[src/hw/prog_ctrl_regs.vh]
`ifndef PROG_CTRL_REGS_VH
`define PROG_CTRL_REGS_VH

// Clock rate in kHz
`define CLK_KHZ            25000
// Times in ns
`define T_SETUP_NS         2000
`define T_PULSE_MIN_NS     95000
`define T_PULSE_NOM_NS     100000
`define T_PULSE_MAX_NS     105000
`define T_HOLD_NS          2000
`define T_OE_VALID_NS      100
`define T_OE_HIZ_NS        130
// Cycle counts: minimums round up, the nominal pulse sits inside 95..105 us
// Pulse math goes through microseconds: ns times kHz would overflow a signed 32-bit integer
`define SETUP_CYC   (((`T_SETUP_NS * `CLK_KHZ) + 999999) / 1000000)
`define PULSE_CYC   (((`T_PULSE_NOM_NS / 1000) * `CLK_KHZ) / 1000)
// Extra read wait for the three-stage input synchroniser
`define SYNC_CYC    3
`define HOLD_CYC    (((`T_HOLD_NS * `CLK_KHZ) + 999999) / 1000000)
`define OEV_CYC     (((`T_OE_VALID_NS * `CLK_KHZ) + 999999) / 1000000)
`define HIZ_CYC     (((`T_OE_HIZ_NS * `CLK_KHZ) + 999999) / 1000000)
// Pulse cap per byte
`define MAX_PULSES         8'd25
// Widths
`define ADDR_W             15
`define DATA_W             8
// Signature byte addresses (byte-select line is address bit 0)
`define SIG_ADDR_MFR       15'h0000
`define SIG_ADDR_DEV       15'h0001
// Operation codes
`define OP_PROGRAM         2'h0
`define OP_VERIFY          2'h1
`define OP_SIGNATURE       2'h2

`endif

[src/hw/pin_sync.v]
`timescale 1ns/10ps
`default_nettype none

// Three-stage input synchroniser; output moves when stages two and three agree
module pin_sync
#(
	parameter W = 8
)
(
	input  wire         clk_i,   // System clock
	input  wire         reset_i, // Synchronous reset
	input  wire [W-1:0] pin_i,   // Asynchronous pins
	output reg  [W-1:0] sync_o   // Filtered, clock-domain value
);

	reg [W-1:0] s1_r;
	reg [W-1:0] s2_r;
	reg [W-1:0] s3_r;

	// ****************************************
	// Sync chain
	// ****************************************
	genvar g;
	generate
		for (g = 0; g < W; g = g + 1)
		begin : bit_g
			// Agreement of stages two and three filters single-cycle glitches
			always @(posedge clk_i)
			begin
				if (reset_i)
				begin
					s1_r[g]   <= 1'b1;
					s2_r[g]   <= 1'b1;
					s3_r[g]   <= 1'b1;
					sync_o[g] <= 1'b1;
				end
				else
				begin
					s1_r[g] <= pin_i[g];
					s2_r[g] <= s1_r[g];
					s3_r[g] <= s2_r[g];
					if (s2_r[g] == s3_r[g])
						sync_o[g] <= s3_r[g];
				end
			end
		end
	endgenerate

endmodule

`default_nettype wire

[src/hw/prom_programmer.v]
`timescale 1ns/10ps
`default_nettype none
`include "prog_ctrl_regs.vh"

// Overview of operation
// - Program mode: high supply, select low
// - Program pulse between 95 and 105 us
// - Repeat 100 us pulses until verify passes, at most 25 per byte
// - Select high inhibits programming of device
// - Verify: read drive low, select high
// - Setup 2 us before select falls
// - Data held 2 us around pulse/verify
// - Signature: high voltage id line, others low
module prom_programmer
(
	input  wire        clk_i,          // 25 MHz clock
	input  wire        reset_i,        // Synchronous reset, active high
	input  wire        start_i,        // Pulse: begin operation
	input  wire [1:0]  op_i,           // Operation code
	input  wire [14:0] addr_i,         // Byte address
	input  wire [7:0]  wdata_i,        // Byte to write
	output reg         busy_o,         // Operation in progress
	output reg         done_o,         // Pulse: operation finished
	output reg         fail_o,         // With done: pulse cap reached
	output reg  [7:0]  rdata_o,        // Verify or signature byte
	output reg  [7:0]  pulses_o,       // Pulses used on last byte
	output reg         chip_sel_n_o,   // Chip select, active low
	output reg         read_drv_n_o,   // Read drive, active low
	output reg  [14:0] addr_o,         // Address lines
	input  wire [7:0]  data_lines_i,   // Data lines from device
	output reg  [7:0]  data_lines_o,   // Data lines to device
	output reg         data_lines_oe_o, // High while we drive data lines
	output reg         vpp_high_o,     // Program supply at 12.75 V
	output reg         vcc_high_o,     // Core supply at 6.25 V
	output reg         id_high_voltage_line_o // Id line forced to 12 V
);

	// ****************************************
	// States
	// ****************************************
	localparam [7:0] S_IDLE  = 8'h01;
	localparam [7:0] S_SETUP = 8'h02;
	localparam [7:0] S_PULSE = 8'h04;
	localparam [7:0] S_HOLD  = 8'h08;
	localparam [7:0] S_READ  = 8'h10;
	localparam [7:0] S_HIZ   = 8'h20;
	localparam [7:0] S_CHECK = 8'h40;
	localparam [7:0] S_DONE  = 8'h80;

	// Counts worked out as integers, then cut to the counter width on purpose
	localparam integer SETUP_I = `SETUP_CYC;
	localparam integer PULSE_I = `PULSE_CYC;
	localparam integer HOLD_I  = `HOLD_CYC;
	localparam integer OEV_I   = `OEV_CYC + `SYNC_CYC; // Extra cycles cover 3-stage input sync
	localparam integer HIZ_I   = `HIZ_CYC;

	localparam [11:0] SETUP_N = SETUP_I[11:0];
	localparam [11:0] PULSE_N = PULSE_I[11:0];
	localparam [11:0] HOLD_N  = HOLD_I[11:0];
	localparam [11:0] OEV_N   = OEV_I[11:0];
	localparam [11:0] HIZ_N   = HIZ_I[11:0];

	reg [7:0]  state_r;
	reg [11:0] cnt_r;
	reg [1:0]  op_r;
	reg [7:0]  wdata_r;

	wire [7:0] rd_sync;

	// Three-stage sync of the device's data lines
	pin_sync #(.W(8)) u_sync
	(
		.clk_i   (clk_i),
		.reset_i (reset_i),
		.pin_i   (data_lines_i),
		.sync_o  (rd_sync)
	);

	// Verify passes only when the byte read back equals the byte asked for
	function verify_ok;
		input [7:0] want;
		input [7:0] got;
		begin
			verify_ok = ((got & ~want) == 8'h00) && (got == want);
		end
	endfunction

	// ****************************************
	// Sequencer
	// ****************************************
	// Supplies raise on a program or verify start in IDLE and stay up across pulse/verify loops;
	// each retry still goes back through SETUP and waits its count again.
	always @(posedge clk_i)
	begin
		if (reset_i)
		begin
			state_r <= S_IDLE;
			cnt_r <= 12'h000;
			op_r <= 2'h0;
			wdata_r <= 8'hff;
			busy_o <= 1'b0;
			done_o <= 1'b0;
			fail_o <= 1'b0;
			rdata_o <= 8'hff;
			pulses_o <= 8'h00;
			chip_sel_n_o <= 1'b1;
			read_drv_n_o <= 1'b1;
			addr_o <= 15'h0000;
			data_lines_o <= 8'hff;
			data_lines_oe_o <= 1'b0;
			vpp_high_o <= 1'b0;
			vcc_high_o <= 1'b0;
			id_high_voltage_line_o <= 1'b0;
		end
		else
		begin
			done_o <= 1'b0;
			case (state_r)
			S_IDLE:
			begin
				if (start_i)
				begin
					busy_o <= 1'b1;
					fail_o <= 1'b0;
					op_r <= op_i;
					wdata_r <= wdata_i;
					pulses_o <= 8'h00;
					cnt_r <= 12'h000;
					if (op_i == `OP_SIGNATURE)
					begin
						// Only the byte-select bit may be high
						addr_o <= {14'h0000, addr_i[0]};
						id_high_voltage_line_o <= 1'b1;
						vpp_high_o <= 1'b0;
						vcc_high_o <= 1'b0;
						data_lines_oe_o <= 1'b0;
					end
					else
					begin
						addr_o <= addr_i;
						vpp_high_o <= 1'b1;
						vcc_high_o <= 1'b1;
						data_lines_o <= wdata_i;
						data_lines_oe_o <= (op_i == `OP_PROGRAM);
					end
					state_r <= S_SETUP;
				end
			end
			S_SETUP:
			begin
				// Everything settled before select falls or read drive drops
				if (cnt_r >= SETUP_N - 12'd1)
				begin
					cnt_r <= 12'h000;
					if (op_r == `OP_PROGRAM)
					begin
						chip_sel_n_o <= 1'b0;
						pulses_o <= pulses_o + 8'd1;
						state_r <= S_PULSE;
					end
					else
					begin
						chip_sel_n_o <= (op_r != `OP_SIGNATURE);
						read_drv_n_o <= 1'b0;
						state_r <= S_READ;
					end
				end
				else
					cnt_r <= cnt_r + 12'd1;
			end
			S_PULSE:
			begin
				if (cnt_r >= PULSE_N - 12'd1)
				begin
					chip_sel_n_o <= 1'b1;
					cnt_r <= 12'h000;
					state_r <= S_HOLD;
				end
				else
					cnt_r <= cnt_r + 12'd1;
			end
			S_HOLD:
			begin
				// Data stays on the lines after select rises, then released
				if (cnt_r >= HOLD_N - 12'd1)
				begin
					data_lines_oe_o <= 1'b0;
					read_drv_n_o <= 1'b0;
					cnt_r <= 12'h000;
					state_r <= S_READ;
				end
				else
					cnt_r <= cnt_r + 12'd1;
			end
			S_READ:
			begin
				if (cnt_r >= OEV_N - 12'd1)
				begin
					rdata_o <= rd_sync;
					read_drv_n_o <= 1'b1;
					chip_sel_n_o <= 1'b1;
					cnt_r <= 12'h000;
					state_r <= S_HIZ;
				end
				else
					cnt_r <= cnt_r + 12'd1;
			end
			S_HIZ:
			begin
				// Wait for the device to let go before we drive again
				if (cnt_r >= HIZ_N - 12'd1)
				begin
					cnt_r <= 12'h000;
					state_r <= S_CHECK;
				end
				else
					cnt_r <= cnt_r + 12'd1;
			end
			S_CHECK:
			begin
				if (op_r != `OP_PROGRAM)
					state_r <= S_DONE;
				else if (verify_ok(wdata_r, rdata_o))
					state_r <= S_DONE;
				else if (pulses_o >= `MAX_PULSES)
				begin
					fail_o <= 1'b1;
					state_r <= S_DONE;
				end
				else
				begin
					// Another pulse; data back on the lines first
					data_lines_oe_o <= 1'b1;
					state_r <= S_SETUP;
				end
			end
			S_DONE:
			begin
				vpp_high_o <= 1'b0;
				vcc_high_o <= 1'b0;
				id_high_voltage_line_o <= 1'b0;
				data_lines_oe_o <= 1'b0;
				busy_o <= 1'b0;
				done_o <= 1'b1;
				state_r <= S_IDLE;
			end
			default:
				state_r <= S_IDLE;
			endcase
		end
	end

endmodule

`default_nettype wire

[config.mk]
export PLATFORM = sky130hd
export DESIGN_NAME = prom_programmer
export DESIGN_NICKNAME = d
export VERILOG_FILES = /design/src/hw/pin_sync.v /design/src/hw/prom_programmer.v
export VERILOG_INCLUDE_DIRS = /design/src /design/src/hw
export SDC_FILE = /design/constraint.sdc
export NUM_CORES = 1
export LEC_CHECK = 0
export ABC_AREA = 1
export ABC_CLOCK_PERIOD_IN_PS = 1850
export BUFFER_PORTS_ARGS = -buffer_cell sky130_fd_sc_hd__buf_2
export CAP_MARGIN = 5
export CORE_MARGIN = 2
export CORE_UTILIZATION = 51
export CTS_BUF_LIST = sky130_fd_sc_hd__clkbuf_16
export CTS_CLUSTER_SIZE = 16
export DETAILED_ROUTE_END_ITERATION = 8
export PLACE_DENSITY = 0.78
export SLEW_MARGIN = 25
export SYNTH_ARGS = -nofsm -noshare
export SYNTH_HDL_FRONTEND = slang
export SYNTH_HIERARCHICAL = 1
export SYNTH_SLANG_ARGS = --single-unit
[constraint.sdc]
create_clock -name clk_i -period 1.85 [get_ports clk_i]
set_clock_uncertainty 0.1 [all_clocks]
set_input_delay 0.185 -clock clk_i [delete_from_list [all_inputs] [get_ports clk_i]]
set_output_delay 0.185 -clock clk_i [all_outputs]
set_load 0.02 [all_outputs]
==> summary.md <==
| Metric | Value |
|---|---|
| Outcome | finished clean |
| Worst hold margin | 0.00326 ns |
| Share of synthesized flip-flops with an asynchronous set or reset | 0% |
| Combinational power share | 42.8% |
| Buffer depth of the longest clock path | 2 |
| Sequential cell fraction of total power | 34.7% |
| Top achievable clock speed | 568 MHz |
| Final HPWL DP | 8.10 mm |
| Main synth FF type | sky130_fd_sc_hd__dfxtp_1 |
| Yosys top cell area share | 41.4% |
| Startpoint class of the critical path | register |
| Ranking of synthesized cells by area | sky130_fd_sc_hd__dfxtp_1 (41%), sky130_fd_sc_hd__nand2_1 (14%), sky130_fd_sc_hd__nor2_1 (6.8%) |
| Clock share of power | 22.6% |
| Synthesized Nets | 794 |
| Portion of the post-synthesis area used by sequential elements | 41.4% |
| Initial DRC count | 282 |
| Count of cells along the worst register-to-register path | 11 |
| Critical Path RT | 2.03 ns |
| Detailed Route WL | 12.5 mm |
| Type of the most critical hold path | input port to register |
| Max-slew headroom | 72.5% |
| Count of flip-flops with a built-in enable after synthesis | 0 |
| Met3 usage in global routing | 4.76% |
| Final critical path time including I/O delays and setup | 1.76 ns |
| Flop and latch count out of synthesis | 109 |
| Beginning of the critical path | cnt_r[0]$_SDFFE_PP0P_ |
| Number of vias in the routed layout | 5025 |
| Number of nets with antenna violations after detailed routing | 0 |
| Area leader, netlist | sky130_fd_sc_hd__dfxtp_1 |
| Hold Fails Final Rpt | 0 |
| Global route total overflow | 0 |
| Weighted congestion reported at the end of routability-driven placement | 0.899 |
| Non-filler instance count after layout | 1004 |
| Synthesized area per cell | 7.09 um2 |
| DP Cell Count | 959 |
| FF-to-FF Start | cnt_r[0]$_SDFFE_PP0P_ |
| Clk Tree Root Cell | sky130_fd_sc_hd__clkbuf_16 |
| R2R Path End | pulses_o[3]$_SDFFE_PP0P_ |
| Cell Rows | 37 |
| Synthesized netlist cell count | 744 |
| Leakage power | 3.26 nW |
| Largest net degree at the start of global routing | 46 |
| Number of pins with negative max-slew slack in the final report | 0 |
| Register area | 2180 um2 |
| Die H | 106 um |
| Antenna violations before repair | 0 |
| Initial cell density of the core | 51.8% |
| H-tree Lvls | 3 |
| Combined area of all synthesized cells | 5270 um2 |
| GRT met1 Usage | 28.8% |
| Area taken by multi-input logic gates | 2670 um2 |
| Aggregate global-route resource usage | 22.2% |
| Total number of clock tree sinks | 109 |
| Post-detailed-route DRC marker count | 0 |
| Yosys warning count | 6 |
| Category of the most critical setup path | register to register |
| Worst supply voltage drop on vdd | 0.910 mV |
| Data arrival time of the critical path | 1.95 ns |
| Fraction of final layout cells with drive strength greater than 1 | 22.0% |
| Setup slack on the worst flop-to-flop path | 0.09 ns |
| Die Outline Area | 11200 um2 |
| N_diodes | 0 |
| Crit path capture type | register |
| CTS tree | done |
| Worst-skew pair later-pin latency | 0.35 ns |
| Cell-internal power | 4.97 mW |
| Final setup violating endpoints | 0 |
| Via density per instance | 5.00 |
| Peak-usage layer in the global routing report | met2 |
| Slew @ Worst Pin | 0.411 ns |
| Net switching power | 3.55 mW |
| Most repeated cell in the gate-level netlist after synthesis | sky130_fd_sc_hd__nand2_1 |
| # IOs | 84 |
| Peak fanout along the critical path | 7 |
| Power per unit of standard cell area | 1300 nW/um2 |
| Global Route met2 Usage | 36.5% |
| Period Utilization, post-route | 95.2% |
| Max Cap Violations | 0 |
| Total CTS buffers | 9 |
| End of the critical path | pulses_o[3]$_SDFFE_PP0P_ |
| Via count of the first global-routing pass | 4598 |
| Clock transition time at the flip-flop clock pins of the worst setup and hold paths | 0.07 ns |
| Cell types with the highest counts after synthesis | sky130_fd_sc_hd__nand2_1 (198), sky130_fd_sc_hd__dfxtp_1 (109), sky130_fd_sc_hd__nor2_1 (95), sky130_fd_sc_hd__inv_1 (88), sky130_fd_sc_hd__nand3_1 (68) |
| Number of detailed-routing iterations run before antenna repair | 5 |
| Filler Cells Inserted | 892 |
| Width of the die | 106 um |
| Net Sw Frac | 41.6% |
| Quantity of I/O buffers inserted on ports | 83 |
| Unique masters post-synth | 35 |
| Core Region | 10200 um2 |
| Average routed wire per standard cell | 12.4 um |
| Global-route wire length before repair | 20.4 mm |
| Count of nets after finishing | 913 |
| Setup repair after global routing missed its margin | true |
| Synth-to-layout area growth | 24.4% |
==> cells in the final DEF, fill, tap and decap left out, types with 3 or more instances in the layout <==
cell / n
sky130_fd_sc_hd__or2_1: 10
sky130_fd_sc_hd__nor2_1: 91
sky130_fd_sc_hd__nand3_1: 66
sky130_fd_sc_hd__ha_1: 14
sky130_fd_sc_hd__or2_2: 7
sky130_fd_sc_hd__o21ai_0: 7
sky130_fd_sc_hd__nor2_4: 8
sky130_fd_sc_hd__o211ai_2: 7
sky130_fd_sc_hd__nand2_2: 7
sky130_fd_sc_hd__buf_2: 83
sky130_fd_sc_hd__buf_12: 3
sky130_fd_sc_hd__clkbuf_16: 9
sky130_fd_sc_hd__buf_4: 19
sky130_fd_sc_hd__inv_1: 87
sky130_fd_sc_hd__nand2_1: 194
sky130_fd_sc_hd__nand4_1: 10
sky130_fd_sc_hd__nand3_2: 3
sky130_fd_sc_hd__o211ai_1: 9
sky130_fd_sc_hd__nor3_1: 4
sky130_fd_sc_hd__inv_2: 10
sky130_fd_sc_hd__dfxtp_1: 108
sky130_fd_sc_hd__a21oi_2: 6
sky130_fd_sc_hd__dlygate4sd3_1: 24
sky130_fd_sc_hd__a21oi_1: 40
sky130_fd_sc_hd__nand2_4: 6
sky130_fd_sc_hd__nor2_2: 9
sky130_fd_sc_hd__inv_6: 3
sky130_fd_sc_hd__xor2_1: 6
==> power groups by stage <==
stage                     clock [mW]  sequential (mW)  combinational [mW]
after floorplan                    0             3.22                2.25
after global placement             0             2.98                3.26
after detailed placement           0             2.99                3.31
after CTS                       1.96             2.94                3.37
after global routing            2.05             3.00                4.06
final                           1.92             2.96                3.64
==> layout make-up <==
type                    count  area share, %
well taps                 136           2.59
inverters                  99           5.74
clock inverters             7           1.14
repair buffers            129           13.1
flip-flops and latches    109           33.3
multi-input cells         515           40.7
clock buffers               9           3.43
==> sequential cells by signal (all words and copies together), names as in the netlist, 2 cells and up <==
| register | cells |
|---|---|
| cnt_r | 12 |
| u_sync/s3_r | 8 |
| u_sync/s1_r | 8 |
| addr_o | 15 |
| rdata_o | 8 |
| u_sync/s2_r | 8 |
| pulses_o | 8 |
| data_lines_o | 8 |
| u_sync/sync_o | 8 |
| op_r | 2 |
| wdata_r | 8 |
| state_r | 8 |
==> cell families after synthesis <==
family | count (synthesis) | synth area share, %
simple gates | 420 | 35.8
buf+inv | 121 | 9.54
flops | 109 | 41.4
compound gates | 72 | 8.64
fa+ha+maj | 14 | 3.32
xor+xnor | 8 | 1.33
==> critical path, cell delays in order, from the launching register on <==
cell                      delay (ns)
sky130_fd_sc_hd__dfxtp_1        0.32
sky130_fd_sc_hd__buf_4          0.16
sky130_fd_sc_hd__ha_1           0.20
sky130_fd_sc_hd__nor2_1         0.09
sky130_fd_sc_hd__nand2_1        0.09
sky130_fd_sc_hd__nand2_2        0.12
sky130_fd_sc_hd__nand3_4        0.10
sky130_fd_sc_hd__nand2_4        0.13
sky130_fd_sc_hd__inv_4          0.06
sky130_fd_sc_hd__nand2_4        0.09
sky130_fd_sc_hd__nand2_1        0.09
sky130_fd_sc_hd__a21oi_2        0.15
==> timing repair <==
item	CTS	global route
hold endpoints to repair	24	0
setup buffers	0	4
endpoints found under the setup margin	0	32
hold buffers	24	0
gates resized for setup	0	22
==> layer usage <==
layer	wire (um)	up-vias
met5	0	-
met4	276	0
met3	710	28
met2	6020	170
met1	5470	2258
li1	-	2569
==> how the worst min path moves through the flow <==
stage	start	end	slack, ns	depth (start not counted)
global placement	data_lines_i[0]	u_sync/s1_r[0]$_SDFF_PP1_	0.26	2
CTS	addr_i[5]	addr_o[5]$_SDFFE_PP0P_	0.003	3
finish	addr_i[5]	addr_o[5]$_SDFFE_PP0P_	0.003	3
detailed placement	data_lines_i[0]	u_sync/s1_r[0]$_SDFF_PP1_	0.26	2
floorplan	reset_i	u_sync/s3_r[7]$_SDFF_PP1_	0.18	2
global route	wdata_i[1]	data_lines_o[1]$_SDFFE_PP1P_	0.02	3
==> stage by stage <==
step                power, mW  instance area, um2  setup WS, ns  utilization [%]  setup TNS [ns]
finish                   8.52                6560        0.0889             64.4               0
global route             9.11                6560       -0.0387             64.4          -0.154
CTS                      8.27                6440        0.0629             63.3               0
detailed placement       6.29                5900        0.0810             57.9               0
global placement         6.24                5900         0.128             57.9               0
floorplan                5.47                5270         0.107                -               0
(Power assumes the default switching activity.)
